`config.mk`:
```
export PLATFORM = sky130hd
export DESIGN_NAME = forward_link_logon_descriptor_parser
export DESIGN_NICKNAME = d
export VERILOG_FILES = /design/src/fll_pkg.sv /design/src/forward_link_logon_descriptor_parser.sv /design/src/logon_retry_timer.sv
export VERILOG_INCLUDE_DIRS = /design/src /design/src/src
export SDC_FILE = /design/constraint.sdc
export NUM_CORES = 1
export LEC_CHECK = 0
export ABC_AREA = 1
export BUFFER_PORTS_ARGS = -buffer_cell sky130_fd_sc_hd__buf_4
export CAP_MARGIN = 25
export CORE_MARGIN = 10
export CORE_UTILIZATION = 40
export CTS_CLUSTER_DIAMETER = 100
export DETAILED_ROUTE_END_ITERATION = 16
export GPL_TIMING_DRIVEN = 0
export PLACE_DENSITY = 0.54
export SETUP_SLACK_MARGIN = 0.3
export SLEW_MARGIN = 30
export SYNTH_ARGS = -nofsm -noshare
export SYNTH_HDL_FRONTEND = slang
export SYNTH_SLANG_ARGS = --single-unit
export TNS_END_PERCENT = 100
```
`constraint.sdc`:
```
create_clock -name CLK -period 11.7 [get_ports CLK]
set_input_delay 2.34 -clock CLK [delete_from_list [all_inputs] [get_ports CLK]]
set_output_delay 2.34 -clock CLK [all_outputs]
set_load 0.005 [all_outputs]
```
`src/fll_map.svh`:
```
// Register offsets, field positions, reset values and layout constants of the descriptor parser
`ifndef FLL_MAP_SVH
`define FLL_MAP_SVH

// Register byte offsets
`define FLL_OFF_CTRL 8'h00
`define FLL_OFF_STATUS 8'h04
`define FLL_OFF_FWD_ID 8'h08
`define FLL_OFF_FWD_MODE 8'h0C
`define FLL_OFF_FREQ 8'h10
`define FLL_OFF_ORBIT 8'h14
`define FLL_OFF_SYMRATE 8'h18
`define FLL_OFF_SCRAMBLE 8'h1C
`define FLL_OFF_LOGON_ID 8'h20
`define FLL_OFF_TIMEOUT 8'h24
`define FLL_OFF_RETRY 8'h28

// Control bits
`define FLL_CTRL_ENABLE 0
`define FLL_CTRL_RESTART 1
`define FLL_CTRL_RESET 32'h0000_0001

// Status bits
`define FLL_ST_FWD_VALID 0
`define FLL_ST_LOGON_VALID 1
`define FLL_ST_RESERVED 2
`define FLL_ST_SHORT 3
`define FLL_ST_REJECTED 4
`define FLL_ST_PATTERN 5
`define FLL_ST_FAILED 6
`define FLL_ST_RETRY_OK 7
`define FLL_ST_LOSS_LSB 8
`define FLL_ST_WAITING 16
`define FLL_ST_STICKY_MASK 32'h0000_003C

// Descriptor tags (assigned values are not fixed here)
`define FLL_TAG_FWD 8'hA0
`define FLL_TAG_LOGON 8'hA1

// Body lengths and codes
`define FLL_BUF_DEPTH 19
`define FLL_FWD_LEN_SHORT 8'd16
`define FLL_FWD_LEN_LONG 8'd19
`define FLL_LOGON_LEN 8'd10
`define FLL_STD0_PATTERN 3'h1
`define FLL_USAGE_RELEASE 3'h7
`define FLL_INNER_NONE 4'hF
`define FLL_INNER_MAX 4'h4

// Logon parameter reset values
`define FLL_TIMEOUT_RESET 32'h0000_FFFF
`define FLL_LOSSES_RESET 8'h03
`define FLL_RETRY_RESET 32'h0000_FFFF
`define FLL_LFSR_SEED 32'hACE1_2345

`endif

```
`src/fll_pkg.sv`:
```
// Types shared by the descriptor parser and the logon retry timer
package fll_pkg;

  typedef enum logic [1:0] {P_TAG, P_LEN, P_BODY} parse_state_t;

  typedef enum logic [1:0] {L_IDLE, L_WAIT, L_BACKOFF, L_FAILED} logon_state_t;

  typedef struct packed {
    logic [7:0] satellite_identifier;
    logic [15:0] beam_number;
    logic [7:0] control_centre_identifier;
    logic [2:0] usage;
    logic [4:0] local_link_identifier;
    logic [31:0] frequency;
    logic [15:0] orbit;
    logic east;
    logic [1:0] polarization;
    logic [1:0] standard;
    logic scramble_default;
    logic [1:0] roll_off;
    logic [23:0] symbol_rate;
    logic [3:0] inner_code_rate;
    logic [7:0] stream_id;
    logic [2:0] spreading;
    logic [17:0] scramble_index;
  } fwd_link_t;

  typedef struct packed {
    logic [7:0] superframe_label;
    logic [31:0] response_timeout;
    logic [7:0] max_losses;
    logic [31:0] max_retry;
  } logon_param_t;

endpackage : fll_pkg

```
`src/forward_link_logon_descriptor_parser.sv`:
```
// Forward link and logon contention descriptor parser with Avalon-MM registers
//
// Overview of operation
// - Descriptor opens with 8-bit tag then 8-bit length of the remaining bytes.
// - Forward body: satellite identifier, 16-bit beam number, control centre identifier.
// - 3-bit usage: combined, signalling, data, release; 011 to 110 reserved.
// - 5-bit link identifier; modify or release only accepted from unicast messages.
// - Carrier frequency is 32 bits unsigned in 100 Hz units.
// - Orbital position: four BCD digits, point implied after the third.
// - One orbit-half bit follows: zero west, one east.
// - 2-bit polarization: horizontal, vertical, circular left, circular right.
// - 2-bit standard: first generation, constant coding, adaptive coding, 3 reserved.
// - Standard 0 carries pattern 001; else scrambling selector and roll-off.
// - Selector 1 means scrambling index 0; selector 0 uses explicit index.
// - Roll-off: undefined, 20 %, 25 %, 35 %.
// - Symbol rate is 24 bits unsigned in 100 symbols/s units.
// - Standard 0: 4-bit inner code rate plus 4 reserved bits.
// - Standards 1, 2: stream id; selector 0 adds spreading and 18-bit index.
// - Spreading selector maps to factor and chip pattern; 111 no spreading.
// - Bytes beyond known fields up to the length are private and ignored.
// - Logon body: label, 32-bit timeout, 8-bit max losses, 32-bit retry bound.
// - Burst is lost when no response arrives within the response timeout.
// - Count consecutive losses; logon fails when count reaches max losses.
// - After a loss wait a random delay not above the retry bound.
//
// Chosen here: the register offsets and the Avalon-MM slave port.
`include "fll_map.svh"

module forward_link_logon_descriptor_parser #(
  parameter logic [7:0] FWD_TAG = `FLL_TAG_FWD,
  parameter logic [7:0] LOGON_TAG = `FLL_TAG_LOGON
) (
  // Clock and reset
  input wire logic CLK,
  input wire logic RESET_N,
  // Descriptor byte stream
  input wire logic BYTE_VALID,
  input wire logic [7:0] BYTE_DATA,
  input wire logic UNICAST,
  // Logon events
  input wire logic NCR_TICK,
  input wire logic LOGON_SENT,
  input wire logic LOGON_RESPONSE,
  // Avalon-MM slave
  input wire logic [7:0] AVS_ADDRESS,
  input wire logic AVS_READ,
  input wire logic AVS_WRITE,
  input wire logic [31:0] AVS_WRITEDATA,
  input wire logic [3:0] AVS_BYTEENABLE,
  output logic [31:0] AVS_READDATA,
  output logic AVS_WAITREQUEST,
  // Results
  output logic FWD_UPDATE,
  output logic LOGON_BURST_LOST,
  output logic LOGON_FAILED,
  output logic LOGON_RETRY_OK
);

  fll_pkg::parse_state_t state;
  fll_pkg::fwd_link_t fwd;
  fll_pkg::fwd_link_t next_fwd;
  fll_pkg::logon_param_t logon;
  logic [7:0] tag;
  logic [7:0] len;
  logic [7:0] idx;
  logic [7:0] body [`FLL_BUF_DEPTH];
  logic descr_end;
  logic [31:0] ctrl;
  logic restart;
  logic fwd_valid;
  logic logon_valid;
  logic [31:0] sticky;
  logic [31:0] sticky_set;
  logic [7:0] need;
  logic fwd_ok;
  logic wr_take;
  logic rd_take;
  logic byte_in;
  logic timer_failed;
  logic timer_waiting;
  logic [7:0] timer_losses;
  logic [31:0] status;

  assign byte_in = BYTE_VALID && ctrl[`FLL_CTRL_ENABLE];
  assign wr_take = AVS_WRITE && !AVS_WAITREQUEST;
  assign rd_take = AVS_READ && AVS_WAITREQUEST;

  // Spreading selector to {factor, chips}; chip 1 is +1, 0 is -1
  function automatic logic [6:0] spread_decode(input logic [2:0] sel);
    case (sel)
      3'h0: spread_decode = {3'h2, 4'b1100};
      3'h1: spread_decode = {3'h2, 4'b1000};
      3'h2: spread_decode = {3'h3, 4'b1110};
      3'h3: spread_decode = {3'h4, 4'b1111};
      3'h4: spread_decode = {3'h4, 4'b1100};
      3'h5: spread_decode = {3'h4, 4'b1010};
      3'h6: spread_decode = {3'h4, 4'b1001};
      default: spread_decode = {3'h1, 4'b1000};
    endcase
  endfunction : spread_decode

  // Header and body framing driven by the declared length
  always_ff @(posedge CLK) begin
    if (!RESET_N) begin
      state <= fll_pkg::P_TAG;
      tag <= 8'h00;
      len <= 8'h00;
      idx <= 8'h00;
    end else if (byte_in) begin
      case (state)
        fll_pkg::P_TAG: begin
          tag <= BYTE_DATA;
          state <= fll_pkg::P_LEN;
        end
        fll_pkg::P_LEN: begin
          len <= BYTE_DATA;
          idx <= 8'h00;
          state <= (BYTE_DATA == 8'h00) ? fll_pkg::P_TAG : fll_pkg::P_BODY;
        end
        fll_pkg::P_BODY: begin
          idx <= idx + 8'h01;
          if (idx == len - 8'h01) begin
            state <= fll_pkg::P_TAG;
          end
        end
        default: begin
          state <= fll_pkg::P_TAG;
        end
      endcase
    end
  end

  always_ff @(posedge CLK) begin
    if (!RESET_N) begin
      descr_end <= 1'b0;
    end else begin
      descr_end <= byte_in && (((state == fll_pkg::P_LEN) && (BYTE_DATA == 8'h00)) ||
                   ((state == fll_pkg::P_BODY) && (idx == len - 8'h01)));
    end
  end

  // Body bytes held by position; bytes past the buffer are private data
  genvar gi;
  generate
    for (gi = 0; gi < `FLL_BUF_DEPTH; gi++) begin : g_body
      always_ff @(posedge CLK) begin
        if (!RESET_N) begin
          body[gi] <= 8'h00;
        end else if (byte_in && (state == fll_pkg::P_BODY) && (idx == 8'(gi))) begin
          body[gi] <= BYTE_DATA;
        end
      end
    end
  endgenerate

  // Field extraction of a forward link body
  always_comb begin
    next_fwd.satellite_identifier = body[0];
    next_fwd.beam_number = {body[1], body[2]};
    next_fwd.control_centre_identifier = body[3];
    next_fwd.usage = body[4][7:5];
    next_fwd.local_link_identifier = body[4][4:0];
    next_fwd.frequency = {body[5], body[6], body[7], body[8]};
    next_fwd.orbit = {body[9], body[10]};
    next_fwd.east = body[11][7];
    next_fwd.polarization = body[11][6:5];
    next_fwd.standard = body[11][4:3];
    next_fwd.symbol_rate = {body[12], body[13], body[14]};
    next_fwd.scramble_default = 1'b1;
    next_fwd.roll_off = 2'h0;
    next_fwd.inner_code_rate = `FLL_INNER_NONE;
    next_fwd.stream_id = 8'h00;
    next_fwd.spreading = 3'h7;
    next_fwd.scramble_index = 18'h00000;
    if (body[11][4:3] == 2'h0) begin
      next_fwd.inner_code_rate = body[15][7:4];
    end else begin
      next_fwd.scramble_default = body[11][2];
      next_fwd.roll_off = body[11][1:0];
      next_fwd.stream_id = body[15];
      if (!body[11][2]) begin
        next_fwd.spreading = body[16][7:5];
        next_fwd.scramble_index = {body[16][1:0], body[17], body[18]};
      end
    end
    need = (body[11][4:3] != 2'h0 && !body[11][2]) ? `FLL_FWD_LEN_LONG : `FLL_FWD_LEN_SHORT;
    fwd_ok = (len >= need) && (body[11][4:3] != 2'h3);
  end

  // Error and reserved-code events of a finished descriptor
  always_comb begin
    sticky_set = 32'h0000_0000;
    if (descr_end && tag == FWD_TAG) begin
      if (len < need) begin
        sticky_set[`FLL_ST_SHORT] = 1'b1;
      end
      if ((next_fwd.usage > 3'h2 && next_fwd.usage != `FLL_USAGE_RELEASE) ||
          next_fwd.standard == 2'h3 ||
          (next_fwd.standard == 2'h0 && next_fwd.inner_code_rate > `FLL_INNER_MAX &&
           next_fwd.inner_code_rate != `FLL_INNER_NONE)) begin
        sticky_set[`FLL_ST_RESERVED] = 1'b1;
      end
      if (next_fwd.standard == 2'h0 && body[11][2:0] != `FLL_STD0_PATTERN) begin
        sticky_set[`FLL_ST_PATTERN] = 1'b1;
      end
      if (fwd_ok && !UNICAST && (next_fwd.usage == `FLL_USAGE_RELEASE ||
          (fwd_valid && fwd.local_link_identifier == next_fwd.local_link_identifier))) begin
        sticky_set[`FLL_ST_REJECTED] = 1'b1;
      end
    end
    if (descr_end && tag == LOGON_TAG && len < `FLL_LOGON_LEN) begin
      sticky_set[`FLL_ST_SHORT] = 1'b1;
    end
  end

  // Forward link commit
  always_ff @(posedge CLK) begin
    if (!RESET_N) begin
      fwd <= '0;
      fwd_valid <= 1'b0;
      FWD_UPDATE <= 1'b0;
    end else begin
      FWD_UPDATE <= 1'b0;
      if (descr_end && tag == FWD_TAG && fwd_ok && !sticky_set[`FLL_ST_REJECTED]) begin
        fwd <= next_fwd;
        fwd_valid <= (next_fwd.usage != `FLL_USAGE_RELEASE);
        FWD_UPDATE <= 1'b1;
      end
    end
  end

  // Logon contention commit
  always_ff @(posedge CLK) begin
    if (!RESET_N) begin
      logon.superframe_label <= 8'h00;
      logon.response_timeout <= `FLL_TIMEOUT_RESET;
      logon.max_losses <= `FLL_LOSSES_RESET;
      logon.max_retry <= `FLL_RETRY_RESET;
      logon_valid <= 1'b0;
    end else if (descr_end && tag == LOGON_TAG && len >= `FLL_LOGON_LEN) begin
      logon.superframe_label <= body[0];
      logon.response_timeout <= {body[1], body[2], body[3], body[4]};
      logon.max_losses <= body[5];
      logon.max_retry <= {body[6], body[7], body[8], body[9]};
      logon_valid <= 1'b1;
    end
  end

  logon_retry_timer u_timer (
    .clk(CLK),
    .reset_n(RESET_N),
    .tick(NCR_TICK),
    .sent(LOGON_SENT),
    .response(LOGON_RESPONSE),
    .restart(restart),
    .param(logon),
    .lost(LOGON_BURST_LOST),
    .failed(timer_failed),
    .retry_ok(LOGON_RETRY_OK),
    .waiting(timer_waiting),
    .losses(timer_losses)
  );

  assign LOGON_FAILED = timer_failed;

  // Control register; restart is a self-clearing pulse
  always_ff @(posedge CLK) begin
    if (!RESET_N) begin
      ctrl <= `FLL_CTRL_RESET;
      restart <= 1'b0;
    end else begin
      restart <= wr_take && AVS_ADDRESS == `FLL_OFF_CTRL && AVS_BYTEENABLE[0] &&
                 AVS_WRITEDATA[`FLL_CTRL_RESTART];
      if (wr_take && AVS_ADDRESS == `FLL_OFF_CTRL && AVS_BYTEENABLE[0]) begin
        ctrl[`FLL_CTRL_ENABLE] <= AVS_WRITEDATA[`FLL_CTRL_ENABLE];
      end
    end
  end

  // Sticky flags: write one to clear, a new event wins over the clear
  always_ff @(posedge CLK) begin
    if (!RESET_N) begin
      sticky <= 32'h0000_0000;
    end else if (wr_take && AVS_ADDRESS == `FLL_OFF_STATUS && AVS_BYTEENABLE[0]) begin
      sticky <= (sticky & ~(AVS_WRITEDATA & `FLL_ST_STICKY_MASK)) | sticky_set;
    end else begin
      sticky <= sticky | sticky_set;
    end
  end

  always_comb begin
    status = sticky;
    status[`FLL_ST_FWD_VALID] = fwd_valid;
    status[`FLL_ST_LOGON_VALID] = logon_valid;
    status[`FLL_ST_FAILED] = timer_failed;
    status[`FLL_ST_RETRY_OK] = LOGON_RETRY_OK;
    status[`FLL_ST_LOSS_LSB +: 8] = timer_losses;
    status[`FLL_ST_WAITING] = timer_waiting;
  end

  // Bus handshake: one wait cycle, then the answer stands for one cycle
  always_ff @(posedge CLK) begin
    if (!RESET_N) begin
      AVS_WAITREQUEST <= 1'b1;
      AVS_READDATA <= 32'h0000_0000;
    end else begin
      AVS_WAITREQUEST <= !((AVS_READ || AVS_WRITE) && AVS_WAITREQUEST);
      if (rd_take) begin
        case (AVS_ADDRESS)
          `FLL_OFF_CTRL: AVS_READDATA <= ctrl;
          `FLL_OFF_STATUS: AVS_READDATA <= status;
          `FLL_OFF_FWD_ID: AVS_READDATA <= {fwd.satellite_identifier, fwd.beam_number,
                                            fwd.control_centre_identifier};
          `FLL_OFF_FWD_MODE: AVS_READDATA <= {2'h0, spread_decode(fwd.spreading),
                                              fwd.spreading, fwd.inner_code_rate, fwd.roll_off,
                                              fwd.scramble_default, fwd.standard,
                                              fwd.polarization, fwd.east, fwd.usage,
                                              fwd.local_link_identifier};
          `FLL_OFF_FREQ: AVS_READDATA <= fwd.frequency;
          `FLL_OFF_ORBIT: AVS_READDATA <= {16'h0000, fwd.orbit};
          `FLL_OFF_SYMRATE: AVS_READDATA <= {fwd.stream_id, fwd.symbol_rate};
          `FLL_OFF_SCRAMBLE: AVS_READDATA <= {14'h0000, fwd.scramble_index};
          `FLL_OFF_LOGON_ID: AVS_READDATA <= {16'h0000, logon.max_losses,
                                              logon.superframe_label};
          `FLL_OFF_TIMEOUT: AVS_READDATA <= logon.response_timeout;
          `FLL_OFF_RETRY: AVS_READDATA <= logon.max_retry;
          default: AVS_READDATA <= 32'h0000_0000;
        endcase
      end
    end
  end

endmodule : forward_link_logon_descriptor_parser

```
`src/logon_retry_timer.sv`:
```
// Logon burst timeout, loss counting and randomised retry delay
`include "fll_map.svh"

module logon_retry_timer (
  // Clock and reset
  input wire logic clk,
  input wire logic reset_n,
  // Events
  input wire logic tick,
  input wire logic sent,
  input wire logic response,
  input wire logic restart,
  // Parameters
  input wire fll_pkg::logon_param_t param,
  // Results
  output logic lost,
  output logic failed,
  output logic retry_ok,
  output logic waiting,
  output logic [7:0] losses
);

  fll_pkg::logon_state_t state;
  logic [31:0] count;
  logic [31:0] lfsr;
  logic [31:0] mask;
  logic [31:0] pick;
  logic [31:0] delay;

  // Free-running pseudo-random source
  always_ff @(posedge clk) begin
    if (!reset_n) begin
      lfsr <= `FLL_LFSR_SEED;
    end else begin
      lfsr <= {lfsr[30:0], lfsr[31] ^ lfsr[21] ^ lfsr[1] ^ lfsr[0]};
    end
  end

  // Random value folded into 0..max_retry
  always_comb begin
    mask = param.max_retry;
    mask = mask | (mask >> 1);
    mask = mask | (mask >> 2);
    mask = mask | (mask >> 4);
    mask = mask | (mask >> 8);
    mask = mask | (mask >> 16);
    pick = lfsr & mask;
    if (pick > param.max_retry) begin
      delay = pick - param.max_retry - 32'h0000_0001;
    end else begin
      delay = pick;
    end
  end

  always_ff @(posedge clk) begin
    if (!reset_n) begin
      state <= fll_pkg::L_IDLE;
      count <= 32'h0000_0000;
      losses <= 8'h00;
      lost <= 1'b0;
    end else begin
      lost <= 1'b0;
      if (restart) begin
        state <= fll_pkg::L_IDLE;
        count <= 32'h0000_0000;
        losses <= 8'h00;
      end else begin
        case (state)
          fll_pkg::L_IDLE: begin
            if (sent) begin
              state <= fll_pkg::L_WAIT;
              count <= 32'h0000_0000;
            end
          end
          fll_pkg::L_WAIT: begin
            if (response) begin
              state <= fll_pkg::L_IDLE;
              losses <= 8'h00;
            end else if (tick) begin
              if (count + 32'h0000_0001 >= param.response_timeout) begin
                lost <= 1'b1;
                losses <= losses + 8'h01;
                if (losses + 8'h01 >= param.max_losses) begin
                  state <= fll_pkg::L_FAILED;
                end else begin
                  state <= fll_pkg::L_BACKOFF;
                  count <= delay;
                end
              end else begin
                count <= count + 32'h0000_0001;
              end
            end
          end
          fll_pkg::L_BACKOFF: begin
            if (count == 32'h0000_0000) begin
              state <= fll_pkg::L_IDLE;
            end else if (tick) begin
              count <= count - 32'h0000_0001;
            end
          end
          fll_pkg::L_FAILED: begin
            state <= fll_pkg::L_FAILED;
          end
          default: begin
            state <= fll_pkg::L_IDLE;
          end
        endcase
      end
    end
  end

  always_ff @(posedge clk) begin
    if (!reset_n) begin
      failed <= 1'b0;
      retry_ok <= 1'b0;
      waiting <= 1'b0;
    end else begin
      failed <= (state == fll_pkg::L_FAILED);
      retry_ok <= (state == fll_pkg::L_IDLE) && !sent;
      waiting <= (state == fll_pkg::L_WAIT);
    end
  end

endmodule : logon_retry_timer

```
==> impl_summary.log, run 1 <==
[metrics] Post-Synthesis Net Count: 3863
[metrics] post-detailed-routing wire length: 113000 um
[metrics] number of flops mapped to enable cells by yosys: 149
[metrics] wire per inst: 23.7 um
[metrics] static leakage power: 13.6 nW
[metrics] share of cells above drive strength 1: 6.78%
[metrics] CP max-delay cell: nor3_2
[metrics] initial core utilization: 40.5%
[metrics] Max H-tree Level: 2
[metrics] first-pass GRT wire length: 163000 um
[metrics] Synth area leader: dfxtp_1
[metrics] Startpoint Class: primary input
[metrics] remaining global-route overflow: 0
[metrics] post-synthesis average cell area: 7.35 um^2
[metrics] number of distinct library cells after synthesis: 55
[metrics] top cell type's share of synthesized area: 27.8%
[metrics] HP Class: flop to flop
[metrics] final-report max-slew violation count: 0
[metrics] combinational fraction of design power: 31.9%
[metrics] Die Outline Area: 79200 um^2
[metrics] final non-filler cell area: 31200 um^2
[metrics] number of clock buffers inserted by TritonCTS: 61
[metrics] post-synthesis sequential element count: 529
[metrics] Psw: 0.00231 W
[metrics] power share of the sequential group: 33.6%
[metrics] dominant cells by area after synthesis: dfxtp_1 (28%), edfxtp_1 (16%), nand2_1 (10%), nor2_1 (7.1%), inv_1 (6.5%)
[metrics] post-synthesis instance total: 3719
[metrics] Antenna Nets Post-Route: 0
[metrics] kind of critical path: primary input to flop
[metrics] Critical R2R Capture: u_timer.count[18]$_SDFFE_PP0P_
[metrics] Net Sw Frac: 38.9%
[metrics] count of yosys warnings during synthesis: 0
[metrics] worst hold path cell count: 2
[metrics] most common library cells after synthesis: nand2_1 (745), nor2_1 (515), inv_1 (470)
[metrics] prevailing post-synth register cell: dfxtp_1
[metrics] clock period minus worst slack: 5.61 ns
[metrics] cell with the most instances after synthesis: nand2_1
[metrics] worst reg-to-reg path cell count: 27
[metrics] core footprint: 67500 um^2
[metrics] Synth Cell Area: 27300 um^2
[metrics] clock tree from TritonCTS: yes
[metrics] clock tree root driver cell: clkbuf_16
[metrics] post-CTS sizing: 0
[metrics] Skew-Pair Late Insertion Delay: 0.67 ns
[metrics] largest net degree at the start of global routing: 18
[metrics] die span in x: 281 um
[metrics] Final Net Count: 4000
[metrics] buffer depth of the longest clock path: 3
[metrics] worst-case hold slack: 0.419 ns
[metrics] number of core rows: 95
[metrics] reported max-cap violation count: 0
[metrics] number of hold-repair buffers added at the cts stage: 0
[metrics] worst vdd rail ir drop: 0.160 mV
[metrics] DRC violations left: 0
[metrics] multi-input logic area: 12800 um^2
[metrics] vertical extent of the die: 281 um
[metrics] via count of the first global-routing pass: 24500
[metrics] maximum cell stage delay along the critical path: 0.68 ns
[metrics] kind of cell adding the most delay to the critical path: simple AND/OR/NAND/NOR gates
[metrics] worst path cell trace: buf_4, nor2_1, inv_1, nor3_2, inv_1, nor2_1, clkinv_1, clkbuf_1, o22ai_1, a21oi_1, nand3_1, nand2_1, a21oi_1
[metrics] num ports: 98
[metrics] Fmax: 0.178 GHz
[metrics] final hold violations: 0
[metrics] GRT Util Overall: 27.8%
[metrics] share of synthesized area occupied by flip-flops and latches: 44.2%
[metrics] Final Setup Violations: 0
[metrics] Slew @ Worst Pin: 1.04 ns
[metrics] clock network power share: 34.5%
[metrics] post-CTS clock slew at the launch and capture registers of the worst setup and hold paths: 0.06 ns
[metrics] worst path buffer plus inverter count: 5
[metrics] Avg Vias per Cell: 5.49
[metrics] global placer's final weighted congestion: 0.979
[metrics] post-detailed-placement cell area: 29000 um^2
[metrics] crit path DAT: 6.21 ns
[metrics] element type at the critical path end: flop
[metrics] count of vias placed by the detailed router: 26300
[metrics] aggregate negative setup slack: 0 ns
[metrics] largest fanout of any net on the critical path: 10
[metrics] half-perimeter wire length after detailed placement: 89100 um
[metrics] hold_sp: u_timer.lfsr[5]$_SDFF_PN0_
[metrics] total of fill cells in the finished design: 7166
[metrics] internal power consumption: 0.00364 W
[metrics] layout overhead on the synthesized area: 14.0%
[metrics] DRC violation total after the first TritonRoute iteration: 2632
[metrics] Final Cycle Share: 47.9%
[metrics] unrepaired setup endpoints after global routing: false
[metrics] Async S/R FF share, synth: 0%
[metrics] FF-to-FF setup slack: 6.17 ns
[metrics] worst relative slew slack: 30.7%
[metrics] required time worst endpoint: 12.30 ns
[metrics] power density relative to cell area: 191 nW/um^2
[metrics] antenna diode count: 0
[metrics] length of the first detailed-routing pass in iterations: 8
[metrics] outcome: finished clean
[metrics] Final Instance Count excl. Fillers: 4782
[metrics] hold worst-path end: u_timer.lfsr[6]$_SDFF_PN1_
[metrics] final setup skew: 0.0421 ns
[metrics] antenna violations before repair: 1
[metrics] register area: 12100 um^2
[metrics] CTS Sinks: 529
[metrics] postcts setup bufs: 0
[metrics] Port Buffers: 67
[metrics] start of the worst register-to-register path: u_timer.count[0]$_SDFFE_PP0P_
[metrics] total instance count after detailed placement: 4665
==> registers in the layout, summed over array words and instances (netlist names), 2 cells and up <==
| name | count |
|---|---|
| AVS_READDATA | 32 |
| body | 149 |
| fwd | 153 |
| idx | 8 |
| len | 8 |
| logon | 80 |
| state | 2 |
| sticky | 4 |
| tag | 8 |
| u_timer.count | 32 |
| u_timer.lfsr | 32 |
| u_timer.losses | 8 |
| u_timer.state | 2 |
==> worst max-delay path by stage <==
stage,startpoint,end,cells after the start
after floorplan,AVS_ADDRESS[7],AVS_READDATA[10]$_SDFFE_PN0P_,12
after global placement,AVS_ADDRESS[1],AVS_READDATA[9]$_SDFFE_PN0P_,11
after detailed placement,AVS_ADDRESS[7],AVS_READDATA[16]$_SDFFE_PN0P_,13
after CTS,u_timer.count[0]$_SDFFE_PP0P_,u_timer.count[18]$_SDFFE_PP0P_,27
after global routing,u_timer.count[0]$_SDFFE_PP0P_,u_timer.count[18]$_SDFFE_PP0P_,27
final,AVS_ADDRESS[7],AVS_READDATA[16]$_SDFFE_PN0P_,13
==> final cells by class <==
class / instances / share of cell area, %
sequential: 529 / 38.8
clock inverter: 22 / 1.01
timing repair buffer: 74 / 1.75
inverter: 489 / 5.89
buffer: 167 / 2.19
multi-input combinational: 2534 / 41.0
clock buffer: 94 / 5.88
tap: 873 / 3.50
==> power groups by stage <==
stage	clock, W	sequential (W)	combinational [W]
floorplan	0	0.00201	0.00115
global placement	0	0.00203	0.00187
detailed placement	0	0.00203	0.00187
CTS	0.00207	0.00199	0.00188
global route	0.00213	0.00200	0.00208
finish	0.00205	0.00200	0.00190
==> routing by layer <==
metal	track usage, %	vias up	routed length, um
li1	-	12500	-
met1	35.0	12400	46900
met2	46.4	1021	52600
met3	3.31	260	7130
met4	14.6	4	6550
met5	0	-	103
==> per-stage QoR <==
stage	setup slack (ns)	util [%]	total power, W
2_1_floorplan	7.53	-	0.00316
3_3_place_gp	5.09	42.9	0.00390
3_5_place_dp	5.58	43.0	0.00390
4_1_cts	6.20	46.2	0.00594
5_1_grt	5.67	46.2	0.00621
6_report	6.09	46.2	0.00595
==> cells in the final DEF, fill, tap and decap left out, drive strengths merged, types with 2 or more instances in the layout <==
cell type    n
a21boi       5
o21a         6
a211oi      37
nor4         9
o21ai      266
o21bai       6
nand3      220
dfxtp      380
buf         96
ha          82
a221oi      30
a21o         3
nand2      755
a32o         3
nor2       535
a31oi        4
clkinv      22
o32ai        3
a22o         4
a21oi      291
o22ai       37
clkbuf     239
nand3b       8
edfxtp     149
bufinv       6
o221ai       5
inv        482
o2111ai     10
nor3        55
xor2        54
nand4       31
o31a         2
or2          8
o31ai        4
a22oi        2
o211ai      41
and3         4
o41ai        3
xnor2        8
==> cell families after synthesis <==
| logic type | share of synthesized area (%) |
|---|---|
| AOI/OAI and AO/OA | 16.0 |
| xor gates and xnor gates | 1.99 |
| adders and majority gates | 3.82 |
| buffers and inverters | 9.16 |
| DFF | 44.2 |
| and+or+nand+nor | 24.9 |
==> worst reg2reg max path, stage by stage, from the launching register on <==
cell and delay (ns):
dfxtp_1 0.41, inv_1 0.15, nor3_1 0.38, nand2_1 0.12
nor2_2 0.21, nand4_1 0.22, nor2_1 0.26, nand3_1 0.18
inv_1 0.08, nand4_1 0.09, xor2_1 0.16, inv_1 0.10
ha_1 0.30, nand2_1 0.07, inv_1 0.05, nand3_1 0.09
nor3_1 0.21, nand4_1 0.12, inv_1 0.10, nand4_1 0.10
nand3_1 0.24, clkbuf_1 0.54, clkbuf_1 0.50, nand3_1 0.35
nand2_1 0.15, nand2_1 0.07, nand2_1 0.06, a21oi_1 0.05
(Power assumes the default switching activity.)
==> run 2, diff against run 1 <==
==> constraint.sdc (replaced) <==
create_clock -name CLK -period 5.5 [get_ports CLK]
set_input_delay 1.1 -clock CLK [delete_from_list [all_inputs] [get_ports CLK]]
set_output_delay 1.1 -clock CLK [all_outputs]
set_load 0.005 [all_outputs]
==> run 2 against run 1 <==
Effect of this change:
- via count fell by 0.44%
- non-clock buffer count did not move
- sequential cell count did not move
- worst setup slack got worse by 5.3 ns
- sequential share of layout area barely moved
- total power rose by 110%
- register-to-register slack got worse by 5.4 ns
- clock skew fell by 0.00083 ns
- combinational power rose by 120%
- die area did not move
- sequential power rose by 110%
- global-route usage barely moved
==> impl_summary.log, run 2 (same netlist as run 1, synthesis figures left out) <==
[metrics] outcome: finished clean
[metrics] vertical extent of the die: 281 um (unchanged)
[metrics] length of the first detailed-routing pass in iterations: 6 (-2)
[metrics] GRT Util Overall: 27.8% (about the same)
[metrics] multi-input logic area: 12800 um^2 (+0.21%)
[metrics] first-pass GRT wire length: 163000 um (about the same)
[metrics] clock tree from TritonCTS: yes
[metrics] power share of the sequential group: 33.4% (-0.2 points)
[metrics] kind of critical path: flop to flop
[metrics] element type at the critical path end: flop
[metrics] Antenna Nets Post-Route: 0 (unchanged)
[metrics] largest net degree at the start of global routing: 18 (unchanged)
[metrics] DRC violation total after the first TritonRoute iteration: 2610 (-0.84%)
[metrics] remaining global-route overflow: 0 (unchanged)
[metrics] register area: 12100 um^2 (unchanged)
[metrics] Final Cycle Share: 85.9%
[metrics] power density relative to cell area: 407 nW/um^2 (+110%)
[metrics] Port Buffers: 67 (unchanged)
[metrics] DRC violations left: 0 (unchanged)
[metrics] total of fill cells in the finished design: 7163 (-0.042%)
[metrics] combinational fraction of design power: 32.2% (+0.3 points)
[metrics] final-report max-slew violation count: 0 (unchanged)
[metrics] aggregate negative setup slack: 0 ns (unchanged)
[metrics] clock tree root driver cell: clkbuf_16
[metrics] worst relative slew slack: 31.5% (+0.77 points)
[metrics] half-perimeter wire length after detailed placement: 89100 um (unchanged)
[metrics] Skew-Pair Late Insertion Delay: 0.67 ns (about the same)
[metrics] reported max-cap violation count: 0 (unchanged)
[metrics] number of flip-flops under the largest register name: 153 (unchanged)
[metrics] clock period minus worst slack: 4.72 ns
[metrics] worst path buffer plus inverter count: 7 (+2)
[metrics] largest fanout of any net on the critical path: 10 (unchanged)
[metrics] maximum cell stage delay along the critical path: 0.40 ns (-0.28 ns)
[metrics] commonest non-fill, non-tap cells in the layout: nand2_1 (744), nor2_1 (514), inv_1 (470), dfxtp_1 (380), a21oi_1 (288)
[metrics] layout overhead on the synthesized area: 14.1%
[metrics] Die Outline Area: 79200 um^2 (unchanged)
[metrics] largest register by flop count: fwd
[metrics] Net Sw Frac: 38.7% (-0.14 points)
[metrics] Max H-tree Level: 2 (unchanged)
[metrics] final hold violations: 0 (unchanged)
[metrics] crit path DAT: 5.22 ns (-0.99 ns)
[metrics] die span in x: 281 um (unchanged)
[metrics] post-detailed-routing wire length: 113000 um (-0.32%)
[metrics] kind of cell adding the most delay to the critical path: simple AND/OR/NAND/NOR gates
[metrics] Final Setup Violations: 0 (unchanged)
[metrics] Slew @ Worst Pin: 1.03 ns (-0.00774 ns)
[metrics] initial core utilization: 40.5% (unchanged)
[metrics] most common cell after layout, fill and taps aside: nand2_1
[metrics] Avg Vias per Cell: 5.47 (-0.44%)
[metrics] number of core rows: 95 (unchanged)
[metrics] unrepaired setup endpoints after global routing: false
[metrics] global placer's final weighted congestion: 0.979 (unchanged)
[metrics] Final Net Count: 4000 (unchanged)
[metrics] number of clock buffers inserted by TritonCTS: 61 (unchanged)
[metrics] antenna violations before repair: 1 (unchanged)
[metrics] static leakage power: 13.6 nW (+0.15%)
[metrics] post-CTS clock slew at the launch and capture registers of the worst setup and hold paths: 0.07 ns (about the same)
[metrics] HP Class: flop to flop
[metrics] antenna diode count: 0 (unchanged)
[metrics] internal power consumption: 0.00779 W (+110%)
[metrics] share of cells above drive strength 1: 7.01% (+0.23 points)
[metrics] CTS Sinks: 529 (unchanged)
[metrics] via count of the first global-routing pass: 24500 (-0.0041%)
[metrics] Fmax: 0.212 GHz
[metrics] wire per inst: 23.6 um (-0.32%)
[metrics] largest registers in the final layout: fwd x153, body x149, logon x80
[metrics] final core utilization: 46.2% (+0.059 points)
[metrics] buffer depth of the longest clock path: 3 (unchanged)
[metrics] required time worst endpoint: 5.99 ns (-6.31 ns)
[metrics] count of vias placed by the detailed router: 26100 (-0.44%)
[metrics] Psw: 0.00492 W (+110%)
[metrics] CP max-delay cell: dfxtp_1
[metrics] Startpoint Class: flop
[metrics] worst vdd rail ir drop: 0.344 mV (+110%)
[metrics] clock network power share: 34.4% (about the same)
[metrics] core footprint: 67500 um^2 (unchanged)
[metrics] num ports: 98 (unchanged)
[metrics] final setup skew: 0.0413 ns (-0.000830 ns)
==> run 2: cell type report <==
cell class	instances	area share [%]
plain buffers	167	2.23
clock buffers	94	5.87
clock inverters	22	1.01
inverters	489	5.88
multi-input cells	2534	41.1
flip-flops and latches	529	38.7
well taps	873	3.50
repair buffers	74	1.75
==> run 2: path summary, 6_finish.rpt <==
| kind | from | to | slack [ns] | cells past startpoint |
|---|---|---|---|---|
| setup / recovery | u_timer.count[0]$_SDFFE_PP0P_ | u_timer.count[18]$_SDFFE_PP0P_ | 0.78 | 27 |
| setup reg to reg | u_timer.count[0]$_SDFFE_PP0P_ | u_timer.count[18]$_SDFFE_PP0P_ | 0.78 | 27 |
| hold / removal | u_timer.lfsr[28]$_SDFF_PN0_ | u_timer.lfsr[29]$_SDFF_PN1_ | 0.42 | 2 |
| hold reg to reg | u_timer.lfsr[28]$_SDFF_PN0_ | u_timer.lfsr[29]$_SDFF_PN1_ | 0.42 | 2 |
==> run 2: worst register-to-register path, cell delays in order, from the launching register on <==
cell and delay (ns):
dfxtp_1 0.40, inv_1 0.15, nor3_2 0.30, nand2_1 0.10, nor2_2 0.20, nand4_1 0.22
nor2_1 0.27, nand3_1 0.17, inv_1 0.08, nand4_1 0.09, xor2_1 0.17, inv_1 0.10
ha_1 0.30, nand2_1 0.07, inv_1 0.05, nand3_1 0.09, nor3_1 0.21, nand4_1 0.11
inv_1 0.10, nand4_1 0.12, nand3_2 0.17, clkbuf_4 0.27, clkbuf_4 0.27, nand3_1 0.25
nand2_1 0.13, nand2_1 0.07, nand2_1 0.06, a21oi_1 0.05
==> run 2: per-stage QoR <==
step,power [W],hold WS (ns),setup WS (ns),cell area (um^2),instances
after floorplan,0.00673,0.391,1.76,27400,3719
after global placement,0.00829,0.397,0.0235,28900,4659
after detailed placement,0.00831,0.402,0.0854,29000,4665
after CTS,0.0126,0.417,0.402,31200,4781
after global routing,0.0133,0.431,0.295,31200,4782
final,0.0127,0.419,0.776,31200,4782
==> run 2: power by group through the flow <==
stage	combinational [W]	sequential [W]	clock, W
floorplan	0.00244	0.00428	0
global placement	0.00397	0.00433	0
detailed placement	0.00398	0.00432	0
CTS	0.00401	0.00424	0.00440
global route	0.00448	0.00426	0.00453
finish	0.00410	0.00424	0.00437
==> run 2: repair_timing <==
action                     in CTS  in global routing
hold endpoints to repair        0                  0
resized for setup               3                 16
hold buffers                    0                  0
setup endpoints to repair      24                 37
setup buffers                   0                  0
==> run 2: layer usage <==
metal	global-route usage, %	vias up	share of wire (%)
li1	-	12500	-
met1	35.0	12400	41
met2	46.4	985	46
met3	3.31	249	6.4
met4	14.6	4	5.8
met5	0	-	0.091
